`src/cfg_sync_regs.svh`:
```
// constants for the configuration sync word and bus width detector
//
// Functional notes
// RULE1 - bus width is found by the block itself from the sync byte sequence
// RULE2 - x8 mode needs 0xAA, 0x99, 0x55, 0x66 on the low byte in successive beats
// RULE3 - x16 mode needs low byte 0x99 then 0x66; other sync bytes ride upper lanes
// RULE4 - after detection every beat is received at the detected width
// RULE5 - all data is ignored and no packet is handled before the full sync word
// RULE6 - pins carry each byte bit-reversed; sender presents it in that order
// RULE7 - stream mixes commands and data; commands are interpreted, never stored
// RULE8 - once finished, any stream that follows directly is ignored
// RULE9 - chained downstream streams must be nested in packets, not concatenated
// RULE10 - one byte per configuration clock in x8; byte msb sits on data pin zero
// RULE11 - x16 source drives 0x5599 then 0xaa66 on the pins
// RULE12 - all-ones pads never advance detection; a mismatch restarts the search
`ifndef CFG_SYNC_REGS_SVH
`define CFG_SYNC_REGS_SVH

// ----------------------------------------
// sync word bytes, logical order
// ----------------------------------------
`define SYNC_B0 8'haa
`define SYNC_B1 8'h99
`define SYNC_B2 8'h55
`define SYNC_B3 8'h66
`define PAD_BYTE 8'hff

// ----------------------------------------
// stream word layout
// ----------------------------------------
`define WORD_W 32
`define PIN_W 16
`define CMD_OP_MSB 31
`define CMD_OP_LSB 24
`define CMD_CNT_MSB 15
`define CMD_CNT_LSB 0
`define CMD_END_OP 8'h0f

// ----------------------------------------
// buffering and pin synchroniser
// ----------------------------------------
`define FIFO_DEPTH_DEF 16
`define FIFO_SLACK 4
`define SYNC_STAGES 2

`endif

```
`src/cfg_sync_pkg.sv`:
```
// types shared by the configuration sync detector
package cfg_sync_pkg;

  // one-hot detector states
  typedef enum logic [7:0] {
    ST_HUNT = 8'h01,
    ST_X8_AA = 8'h02,
    ST_X8_99 = 8'h04,
    ST_X8_55 = 8'h08,
    ST_X16_99 = 8'h10,
    ST_RUN8 = 8'h20,
    ST_RUN16 = 8'h40,
    ST_DONE = 8'h80
  } det_state_t;

  typedef enum logic [1:0] {
    BW_NONE = 2'h0,
    BW_X8 = 2'h1,
    BW_X16 = 2'h2
  } bus_width_t;

  // configuration pins as sampled
  typedef struct packed {
    logic clk;
    logic [15:0] data;
  } pin_beat_t;

  // interpreted command word
  typedef struct packed {
    logic valid;
    logic [31:0] word;
  } cmd_t;

endpackage

```
`src/pin_sync.sv`:
```
// two-stage synchroniser for configuration pins
`timescale 1ns/100ps
module pin_sync #(
  parameter int W = 17
) (
  input wire logic mclk_i,
  input wire logic rst_b_i,
  input wire logic ce_i,
  input wire logic [W-1:0] pins_i,
  output logic [W-1:0] pins_o
);

  logic [W-1:0] meta_q;
  logic [W-1:0] sync_q;

  // meta_q feeds sync_q only
  always_ff @(posedge mclk_i or negedge rst_b_i) begin
    if (!rst_b_i) begin
      meta_q <= '0;
      sync_q <= '0;
    end else if (ce_i) begin
      meta_q <= pins_i;
      sync_q <= meta_q;
    end
  end

  assign pins_o = sync_q;

endmodule

```
`src/word_fifo.sv`:
```
// word fifo with registered output stage
`timescale 1ns/100ps
module word_fifo #(
  parameter int W = 32,
  parameter int DEPTH = 16,
  parameter int SLACK = 4
) (
  input wire logic mclk_i,
  input wire logic rst_b_i,
  input wire logic ce_i,
  input wire logic in_valid_i,
  input wire logic [W-1:0] in_data_i,
  output logic in_ready_o,
  output logic almost_full_o,
  output logic out_valid_o,
  output logic [W-1:0] out_data_o,
  input wire logic out_ready_i
);

  localparam int AW = $clog2(DEPTH);

  logic [W-1:0] mem [DEPTH];
  logic [AW-1:0] wr_ptr_q;
  logic [AW-1:0] rd_ptr_q;
  logic [AW:0] count_q;
  logic ov_q;
  logic [W-1:0] od_q;

  wire push_w = in_valid_i & in_ready_o;
  wire load_w = (count_q != '0) & (~ov_q | out_ready_i);

  assign in_ready_o = (count_q < (AW+1)'(DEPTH));
  // early warning: the source sees busy only after the pin round trip
  assign almost_full_o = (count_q >= (AW+1)'(DEPTH - SLACK));
  assign out_valid_o = ov_q;
  assign out_data_o = od_q;

  always_ff @(posedge mclk_i) begin
    if (ce_i && push_w) begin
      mem[wr_ptr_q] <= in_data_i;
    end
  end

  always_ff @(posedge mclk_i or negedge rst_b_i) begin
    if (!rst_b_i) begin
      wr_ptr_q <= '0;
      rd_ptr_q <= '0;
      count_q <= '0;
      ov_q <= 1'b0;
      od_q <= '0;
    end else if (ce_i) begin
      if (push_w) begin
        wr_ptr_q <= wr_ptr_q + AW'(1);
      end
      if (load_w) begin
        rd_ptr_q <= rd_ptr_q + AW'(1);
        od_q <= mem[rd_ptr_q];
        ov_q <= 1'b1;
      end else if (out_ready_i) begin
        ov_q <= 1'b0;
      end
      count_q <= count_q + (AW+1)'(push_w) - (AW+1)'(load_w);
    end
  end

endmodule

```
`src/cfg_sync_detect.sv`:
```
// sync word search, bus width detection and stream split for parallel loading
`timescale 1ns/100ps
`include "cfg_sync_regs.svh"
module cfg_sync_detect
  import cfg_sync_pkg::*;
#(
  parameter int FIFO_DEPTH = `FIFO_DEPTH_DEF,
  parameter int FIFO_SLACK = `FIFO_SLACK
) (
  input wire logic mclk_i,
  input wire logic rst_b_i,
  input wire logic ce_i,
  input wire logic cfg_clk_i,
  input wire logic [15:0] cfg_data_i,
  output logic busy_o,
  output logic synced_o,
  output bus_width_t width_o,
  output logic done_o,
  output cmd_t cmd_o,
  output logic data_valid_o,
  output logic [31:0] data_o,
  input wire logic data_ready_i,
  output logic overflow_o
);

  // ----------------------------------------
  // pin capture
  // ----------------------------------------
  pin_beat_t pins_s;
  logic clk_prev_q;

  pin_sync #(
    .W($bits(pin_beat_t))
  ) u_pin_sync (
    .mclk_i(mclk_i),
    .rst_b_i(rst_b_i),
    .ce_i(ce_i),
    .pins_i({cfg_clk_i, cfg_data_i}),
    .pins_o(pins_s)
  );

  // one beat per rising edge of the configuration clock
  wire beat_w = ce_i & pins_s.clk & ~clk_prev_q; // RULE10

  // pin zero carries the byte msb, so each lane is reversed
  logic [15:0] lane_rev;
  genvar gi;
  generate
    for (gi = 0; gi < `PIN_W; gi++) begin : g_rev
      assign lane_rev[gi] = pins_s.data[(gi / 8) * 8 + 7 - (gi % 8)]; // RULE6
    end
  endgenerate

  wire [7:0] beat_lo = lane_rev[7:0];
  wire [7:0] beat_hi = lane_rev[15:8];

  // ----------------------------------------
  // detector state machine
  // ----------------------------------------
  det_state_t state_q;
  det_state_t state_d;
  det_state_t hunt_next;
  logic end_cmd_w;

  // a failed byte is re-examined as a possible first sync byte
  always_comb begin
    if (beat_lo == `SYNC_B0) begin
      hunt_next = ST_X8_AA; // RULE2
    end else if (beat_lo == `SYNC_B1) begin
      hunt_next = ST_X16_99; // RULE3
    end else begin
      hunt_next = ST_HUNT; // RULE12
    end
  end

  always_comb begin
    state_d = state_q;
    if (beat_w) begin
      case (state_q)
        ST_HUNT: begin
          state_d = hunt_next; // RULE1
        end
        ST_X8_AA: begin
          state_d = (beat_lo == `SYNC_B1) ? ST_X8_99 : hunt_next; // RULE12
        end
        ST_X8_99: begin
          state_d = (beat_lo == `SYNC_B2) ? ST_X8_55 : hunt_next; // RULE12
        end
        ST_X8_55: begin
          state_d = (beat_lo == `SYNC_B3) ? ST_RUN8 : hunt_next; // RULE2
        end
        ST_X16_99: begin
          state_d = (beat_lo == `SYNC_B3) ? ST_RUN16 : hunt_next; // RULE3
        end
        ST_RUN8, ST_RUN16: begin
          state_d = end_cmd_w ? ST_DONE : state_q; // RULE8
        end
        ST_DONE: begin
          state_d = ST_DONE; // RULE8
        end
        default: begin
          state_d = ST_HUNT;
        end
      endcase
    end
  end

  wire run8_w = (state_q == ST_RUN8);
  wire run16_w = (state_q == ST_RUN16);
  wire in_run_w = run8_w | run16_w; // RULE5

  bus_width_t width_d;
  assign width_d = (state_d == ST_RUN16) ? BW_X16 :
                   (state_d == ST_RUN8) ? BW_X8 :
                   (state_d == ST_DONE) ? width_o : BW_NONE;

  // ----------------------------------------
  // word assembly at the detected width
  // ----------------------------------------
  logic [1:0] lane_cnt_q;
  logic [31:0] asm_q;
  logic [15:0] left_q;

  // first beat lands in the most significant part of the word
  wire [31:0] asm_next_w = run16_w ? {asm_q[15:0], beat_hi, beat_lo} :
                                     {asm_q[23:0], beat_lo}; // RULE4
  wire word_last_w = run16_w ? lane_cnt_q[0] : (lane_cnt_q == 2'h3); // RULE4
  wire word_fire_w = beat_w & in_run_w & word_last_w;

  // ----------------------------------------
  // command and data split
  // ----------------------------------------
  // a command carries the number of data words that follow it
  wire is_cmd_w = (left_q == 16'h0000);
  wire cmd_fire_w = word_fire_w & is_cmd_w; // RULE7
  wire [7:0] op_w = asm_next_w[`CMD_OP_MSB:`CMD_OP_LSB];
  assign end_cmd_w = cmd_fire_w & (op_w == `CMD_END_OP); // RULE8
  wire fifo_ready_w;
  wire fifo_afull_w;
  wire push_w = word_fire_w & ~is_cmd_w & fifo_ready_w; // RULE7
  // no way to stall the pins: a word that meets a full fifo is lost
  wire drop_w = word_fire_w & ~is_cmd_w & ~fifo_ready_w;

  word_fifo #(
    .W(`WORD_W),
    .DEPTH(FIFO_DEPTH),
    .SLACK(FIFO_SLACK)
  ) u_fifo (
    .mclk_i(mclk_i),
    .rst_b_i(rst_b_i),
    .ce_i(ce_i),
    .in_valid_i(push_w),
    .in_data_i(asm_next_w),
    .in_ready_o(fifo_ready_w),
    .almost_full_o(fifo_afull_w),
    .out_valid_o(data_valid_o),
    .out_data_o(data_o),
    .out_ready_i(data_ready_i)
  );

  // ----------------------------------------
  // state registers
  // ----------------------------------------
  always_ff @(posedge mclk_i or negedge rst_b_i) begin
    if (!rst_b_i) begin
      state_q <= ST_HUNT;
      clk_prev_q <= 1'b0;
    end else if (ce_i) begin
      state_q <= state_d;
      clk_prev_q <= pins_s.clk;
    end
  end

  always_ff @(posedge mclk_i or negedge rst_b_i) begin
    if (!rst_b_i) begin
      lane_cnt_q <= 2'h0;
      asm_q <= 32'h0000_0000;
    end else if (beat_w && in_run_w) begin
      lane_cnt_q <= lane_cnt_q + 2'h1;
      asm_q <= asm_next_w; // RULE4
    end
  end

  always_ff @(posedge mclk_i or negedge rst_b_i) begin
    if (!rst_b_i) begin
      left_q <= 16'h0000;
    end else if (cmd_fire_w) begin
      left_q <= asm_next_w[`CMD_CNT_MSB:`CMD_CNT_LSB];
    end else if (word_fire_w) begin
      left_q <= left_q - 16'h0001;
    end
  end

  // ----------------------------------------
  // registered outputs
  // ----------------------------------------
  always_ff @(posedge mclk_i or negedge rst_b_i) begin
    if (!rst_b_i) begin
      cmd_o <= '0;
      width_o <= BW_NONE;
      synced_o <= 1'b0;
      done_o <= 1'b0;
      busy_o <= 1'b0;
      overflow_o <= 1'b0;
    end else if (ce_i) begin
      cmd_o.valid <= cmd_fire_w; // RULE7
      if (cmd_fire_w) begin
        cmd_o.word <= asm_next_w;
      end
      width_o <= width_d; // RULE1
      synced_o <= (state_d == ST_RUN8) | (state_d == ST_RUN16) | (state_d == ST_DONE);
      done_o <= (state_d == ST_DONE);
      busy_o <= fifo_afull_w;
      overflow_o <= overflow_o | drop_w;
    end
  end

  // independent beat count per word, read only by the checks
  logic [2:0] chk_beats_q;

  always_ff @(posedge mclk_i or negedge rst_b_i) begin
    if (!rst_b_i) begin
      chk_beats_q <= 3'h0;
    end else if (beat_w && in_run_w) begin
      chk_beats_q <= word_fire_w ? 3'h0 : chk_beats_q + 3'h1;
    end
  end
endmodule

```
`config.mk`:
```
export PLATFORM = sky130hd
export DESIGN_NAME = cfg_sync_detect
export DESIGN_NICKNAME = d
export VERILOG_FILES = /design/src/cfg_sync_pkg.sv /design/src/pin_sync.sv /design/src/word_fifo.sv /design/src/cfg_sync_detect.sv
export VERILOG_INCLUDE_DIRS = /design/src
export SDC_FILE = /design/constraint.sdc
export NUM_CORES = 1
export LEC_CHECK = 0
export BUFFER_PORTS_ARGS = -buffer_cell sky130_fd_sc_hd__buf_2
export CORE_ASPECT_RATIO = 1.2
export CORE_MARGIN = 4
export CORE_UTILIZATION = 45
export CTS_BUF_LIST = sky130_fd_sc_hd__clkbuf_4 sky130_fd_sc_hd__clkbuf_8 sky130_fd_sc_hd__clkbuf_16
export CTS_CLUSTER_DIAMETER = 120
export CTS_CLUSTER_SIZE = 12
export DETAILED_ROUTE_END_ITERATION = 10
export GPL_TIMING_DRIVEN = 0
export SYNTH_ARGS = -nofsm -noshare
export SYNTH_HDL_FRONTEND = slang
export SYNTH_SLANG_ARGS = --single-unit
export TNS_END_PERCENT = 50
```
`constraint.sdc`:
```
create_clock -name mclk_i -period 6.7 [get_ports mclk_i]
set_input_delay 0 -clock mclk_i [delete_from_list [all_inputs] [get_ports mclk_i]]
set_output_delay 0 -clock mclk_i [all_outputs]
set_load 0.1 [all_outputs]
```
=== Word level (Yosys, flattened, before mapping) ===
Memories as Yosys holds them, arrays and structs flattened. A register that Yosys moved wholly into a read port is not among the register bits.
Cells that the tools add are included.

* Add/subtract/negate cells: 6
* Muxes and demuxes: 20
* Bitwise operators: 20
* Equality and inequality tests: 18
* Reductions and logical operators: 13
* Order comparisons: 2

{| class="wikitable"
|+ Operators by type and width
! operator !! number
|-
| $mux W8 || 7
|-
| $pmux W8 S7 || 1
|-
| $eq A8 B7 Y1 const B || 4
|-
| $eq A8 B8 Y1 const B || 4
|-
| $mux W16 || 2
|-
| $mux W32 || 1
|-
| $eq A8 B4 Y1 const B || 2
|-
| $eq A8 B6 Y1 const B || 2
|-
| $logic_not A16 Y1 || 1
|-
| $sub A16 B1 Y16 const B || 1
|-
| $and A1 B1 Y1 || 11
|-
| $reduce_and A2 Y1 || 5
|-
| $add A4 B1 Y4 const B || 2
|-
| $eq A8 B1 Y1 const B || 1
|-
| $eq A8 B2 Y1 const B || 1
|-
| $eq A8 B3 Y1 const B || 1
|-
| $eq A8 B5 Y1 const B || 1
|-
| $mux W2 || 3
|-
| $add A5 B1 Y5 || 1
|-
| $ge A5 B4 Y1 const B || 1
|-
| $lt A5 B5 Y1 const B || 1
|-
| $mux W1 || 5
|-
| $mux W5 || 1
|-
| $or A1 B1 Y1 || 5
|-
| other kinds (10) || 15
|}

* Output and inout port bits: 72
* Memories: 1
* Register bits: 138
* Bits in writable memories: 512
* Bits of input ports: 21
* Word-level logic and storage cells: 98

{| class="wikitable"
|+ Memories
! name !! depth !! bits a word !! rd ports !! clocked after memory_dff !! write ports !! RTL line !! RTL
|-
| u_fifo.mem || 16 || 32 || 1 || 1 || 1 || word_fifo.sv:22 || <nowiki>logic [W-1:0] mem [DEPTH];</nowiki>
|}

=== Depth between registers and ports, before layout ===
* Depth in word-level cells: 13
* Mapped depth: 18
* Gate-level depth less buffers: 16

=== Cells and area by module ===
A second synthesis with hierarchy kept.

* Cells, all modules: 1471
* Area total of the unflattened synthesis: 27488.9 µm²

{| class="wikitable"
|+ Modules (own cells, without submodules)
! module !! cells an instance !! area an instance (µm²) !! seq. area each (µm²) !! times used
|-
| word_fifo || 954 || 21593.2 || 16525.8 || 1
|-
| cfg_sync_detect || 445 || 4478.0 || 2253.4 || 1
|-
| pin_sync || 72 || 1417.6 || 850.8 || 1
|}

=== Worst setup path before layout ===
Ideal clock, no wire load.

* Path type: register to register
* Start point: register state_q[1]
* End point: memory u_fifo.mem[1][0], enable pin
* Period minus slack after synthesis: 5363 ps
* Setup slack: 1337 ps
* Required time: 6198 ps
* Arrival: 4862 ps
* Stages on the path, launching flop included: 8
* Setup time: 502 ps
* Path buffers: 2
* Cells stage by stage: dfrtp_1 buf_4 or4_4 nor2_1 nand4_1 or3_1 buf_2 nor4_1

* Cells in the longest elaborated chain, start to end: 10
* Elaborated cells on any way between the ends: 12
* Those cells by class: 2 x eq/ne; 3 x mux; 6 x bitwise; 1 x reduce/logical

{| class="wikitable"
|+ Ends and longest elaborated chain
! what !! RTL line !! RTL
|-
| from (decl) || cfg_sync_detect.sv:60 || <nowiki>det_state_t state_q;</nowiki>
|-
| from (signal assigned) || cfg_sync_detect.sv:169 || <nowiki>state_q <= state_d;</nowiki>
|-
| $eq A8 B6 Y1 / $eq A8 B7 Y1 (equally long branches) || cfg_sync_detect.sv:108, cfg_sync_detect.sv:109 ||
|-
| $or A1 B1 Y1 || cfg_sync_detect.sv:110 || <nowiki>wire in_run_w = run8_w | run16_w;</nowiki>
|-
| $and A1 B1 Y1 || cfg_sync_detect.sv:128 || <nowiki>wire word_fire_w = beat_w & in_run_w & word_last_w;</nowiki>
|-
| $and A1 B1 Y1 (*) || cfg_sync_detect.sv:128 ||
|-
| $and A1 B1 Y1 (*) (2 in a row) || cfg_sync_detect.sv:140 || <nowiki>wire push_w = word_fire_w & ~is_cmd_w & fifo_ready_w;</nowiki>
|-
| $and A1 B1 Y1 (*) || word_fifo.sv:29 || <nowiki>wire push_w = in_valid_i & in_ready_o;</nowiki>
|-
| $logic_and A1 B1 Y1 (*) || word_fifo.sv:39 || <nowiki>if (ce_i && push_w) begin</nowiki>
|-
| $mux W1 (*) || word_fifo.sv:39 ||
|-
| $mux W1 (not written as such) (*) || word_fifo.sv:40 || <nowiki>mem[wr_ptr_q] <= in_data_i;</nowiki>
|-
| to (decl) || word_fifo.sv:22 ||
|}

Every way passes the cells marked *; elsewhere a longest branch is shown, timed or not.

=== Worst setup path in the final report ===
* Start point: register left_q[0]
* End point: memory u_fifo.mem[4][21], enable pin

* Cells in the longest elaborated chain, start to end: 8

{| class="wikitable"
|+ Ends and longest elaborated chain
! what !! RTL line !! RTL
|-
| from (decl) || cfg_sync_detect.sv:122 || <nowiki>logic [15:0] left_q;</nowiki>
|-
| from (signal assigned) || cfg_sync_detect.sv:188 || <nowiki>left_q <= asm_next_w[`CMD_CNT_MSB:`CMD_CNT_LSB];</nowiki>
|-
| from (signal assigned) || cfg_sync_detect.sv:190 || <nowiki>left_q <= left_q - 16'h0001;</nowiki>
|-
| $logic_not A16 Y1 || cfg_sync_detect.sv:134 || <nowiki>wire is_cmd_w = (left_q == 16'h0000);</nowiki>
|-
| $not A1 Y1 || cfg_sync_detect.sv:140 ||
|-
| $and A1 B1 Y1 (2 in a row) || cfg_sync_detect.sv:140 ||
|-
| $and A1 B1 Y1 || word_fifo.sv:29 ||
|-
| $logic_and A1 B1 Y1 || word_fifo.sv:39 ||
|-
| $mux W1 || word_fifo.sv:39 ||
|-
| $mux W1 (not written as such) || word_fifo.sv:40 ||
|}

No other way between the ends.

==> summary.txt <==
status - complete, no violations
Root Driver - clkbuf_16
YS warnings - 0
layout cell share with drive strength beyond 1 - 23.9%
r2r startpoint - left_q[0]
XOR/XNOR Fraction of Synth Area - 0.449%
most common cell in the synthesized netlist - edfxtp_1
ys flop type - edfxtp_1
first-pass GRT wire length - 102 mm
Worst Path Arrival - 4.37 ns
area grow syn2layout - 16.2%
initial antenna violation count - 1
gp weighted congestion - 0.827
GR Overflow Total - 0
FF-to-FF path depth - 14
Syn Std Cell Area - 0.0273 mm^2
Finished Layout Cells - 2724
WL per Instance - 25.0 um
Synth Area in Simple Gates - 5.63%
Synth cell types - 69
CTS Buf Count - 66
area leader, netlist - edfxtp_1
wirelength, routed - 68.2 mm
Via-to-Cell Ratio - 5.63
die area - 0.0647 mm^2
GRT Total Usage - 21.3%
top post-synthesis cells by area - edfxtp_1 56%, dfrtp_1 16%, mux4_2 7.0%, mux2i_1 4.3%, nand2_1 2.7%
total number of vias - 15339
met3 wire length - 3.25 mm
Worst Path Max Fanout - 10
Ports - 93
Clock Latency Late Sink - 0.60 ns
CORE AREA - 0.0598 mm^2
clock buffer depth - 3
PD cells - 413 mW/mm^2
Synth Area in Compound Gates - 5.23%
Post-Syn Instances - 1651
number of port buffers - 92
post-layout util - 53.0%
Post-Route Skew - 0.0246 ns
hold depth - 3
mux share of post-synthesis cell area - 13.9%
critical path capture point type - register
Yosys reg bits - 682
adder-cell share of the synthesized area - 0.761%
Detailed Place HPWL - 46.6 mm
relative slew slack - 23.1%
Final Max Slew Viols - 0
Yosys top cell area share - 56.4%
Die W - 233 um
initial core utilization - 45.6%
TritonCTS Sinks - 682
worst hold endpoint - u_pin_sync.meta_q[2]
wl on met1 - 28.1 mm
CP Launch Type - register
Tcrit/Tclk final - 60.9%
RSZ-0062 raised after global routing - no
top sig layer - met4
htree depth - 3
largest net degree at the start of global routing - 66
clock slew at reported path FFs - 0.06 ns
row cnt - 98
CP Data Required Time - 6.99 ns
R2R Setup Slk - 2.62 ns
number of failing hold endpoints at the final stage - 0
DR iter-0 viols - 1447
Worst VDD drop - 0.265 mV
CP Class - reg -> reg
FMAX - 245 MHz
end of the worst register-to-register path - u_fifo.mem[4][21]
Hold Crit Class - in -> reg
Overall Power - 13.1 mW
Antenna Violating Nets Remaining - 0
main combinational cell family by area after synthesis - multiplexers
Post-synth EDFFs - 512
most frequent cells after synthesis - 512 x edfxtp_1, 193 x nand2_1, 169 x dfrtp_1, 118 x mux2i_1, 85 x mux4_2
CTS tree - yes
DP Cell Count - 2589
leakage - 12.1 nW
Mapped Nets - 1688
die height - 278 um
drt drc - 0
Post-synth ARST share - 24.9%
DR pass1 iterations - 5
Final setup viols - 0
fin nets - 1915
maxcap violations - 0
Worst Tran Pin Value - 1.15 ns
vias in the first global route - 15874
postcts setup bufs - 0
Avg Synthesized Cell Area - 16.5 um^2
met2 WL post-DR - 35.4 mm
share of the yosys chip area belonging to registers - 71.9%
# diodes - 0
hold_sp - ce_i
min cycle time layout - 4.08 ns
cell usage in the layout (no fill, tap or decap), drive strengths merged, types with 10 or more instances in the layout:
cell / synthesis / layout
dfrtp: 169 / 169
o221ai: 75 / 75
nand2: 193 / 193
inv: 44 / 46
nor4: 10 / 10
mux2: 61 / 61
nor2: 42 / 42
mux4: 85 / 85
edfxtp: 512 / 512
buf: 40 / 179
a21oi: 24 / 24
mux2i: 119 / 119
nand3: 12 / 12
dlygate4sd3: 0 / 20
xnor2: 12 / 12
nor3: 14 / 14
clkbuf: 55 / 167
o21ai: 83 / 83
ha: 15 / 15
kinds of logic (layout without fill, tap and decap cells):
group,after synthesis,after routing
flops,682,682
simple gates,324,324
mux,265,265
compound gates,210,210
buf+inv,140,413
fa+ha+maj,16,16
xor+xnor,14,14
layer usage:
| metal | global-route usage (%) | vias to the layer above |
|---|---|---|
| li1 | - | 6851 |
| met1 | 27.9 | 7982 |
| met2 | 37.5 | 427 |
| met3 | 2.87 | 79 |
| met4 | 5.56 | 0 |
| met5 | 0 | - |
through the flow:
| stage | hold slack, ns | instance area, um^2 | worst slack, ns | setup TNS (ns) |
|---|---|---|---|---|
| 2_1_floorplan | -0.296 | 27300 | 1.34 | 0 |
| 3_3_place_gp | 0.233 | 28700 | -3.00 | -430.31 |
| 3_5_place_dp | -0.0560 | 29400 | 2.60 | 0 |
| 4_1_cts | 0.0924 | 31700 | 2.59 | 0 |
| 5_1_grt | 0.135 | 31700 | 2.39 | 0 |
| 6_report | 0.104 | 31700 | 2.62 | 0 |
what timing repair did:
item | 4_1_cts | 5_1_grt
gates resized for setup | 0 | 0
endpoints found under the hold margin | 124 | 0
hold buffers | 21 | 0
sequential cells by signal, indices dropped and copies added, names as in the netlist, 2 cells and up:
register	flops
cmd_o	33
u_fifo.out_data_o	32
state_q	8
u_pin_sync.pins_o	17
u_pin_sync.meta_q	17
width_o	2
left_q	16
u_fifo.wr_ptr_q	4
asm_q	24
u_fifo.rd_ptr_q	4
u_fifo.count_q	5
lane_cnt_q	2
u_fifo.mem	512
report_power, final:
part | switching [mW] | internal [mW]
Clock | 1.53 | 2.09
Combinational | 2.87 | 1.32
Sequential | 0.213 | 5.05
Total | 4.61 | 8.47
worst max path at each step:
stage	start	endpoint	slack [ns]	cells after the start
CTS	left_q[0]	u_fifo.mem[4][21]	2.59	14
detailed placement	left_q[0]	u_fifo.mem[4][21]	2.60	14
global placement	left_q[0]	u_fifo.mem[0][24]	-3.00	9
floorplan	state_q[1]	u_fifo.mem[1][0]	1.34	7
finish	left_q[0]	u_fifo.mem[4][21]	2.62	14
global route	left_q[0]	u_fifo.mem[4][21]	2.39	14
critical path, cell delays in order, from the launching register on:
cell and delay [ns]:
dfrtp_1 0.38, inv_1 0.06, ha_1 0.22, nor4b_1 0.18
and4_1 0.27, and2_1 0.15, clkbuf_1 0.20, or3_1 0.40
buf_2 0.18, inv_2 0.18, nand2_1 0.19, nor3_2 0.74
buf_8 0.24, buf_6 0.19, buf_8 0.18
final cells by class:
cell class	instances	area, um^2
Inverter	45	169
Buffer	95	395
Fill cell	4922	28100
Timing Repair Buffer	159	1250
Sequential cell	682	19600
Clock buffer	112	2060
Tap cell	800	1000
Multi-Input combinational cell	829	7170
Clock inverter	2	17.5
No activity file was read; power rests on OpenSTA's default activity.
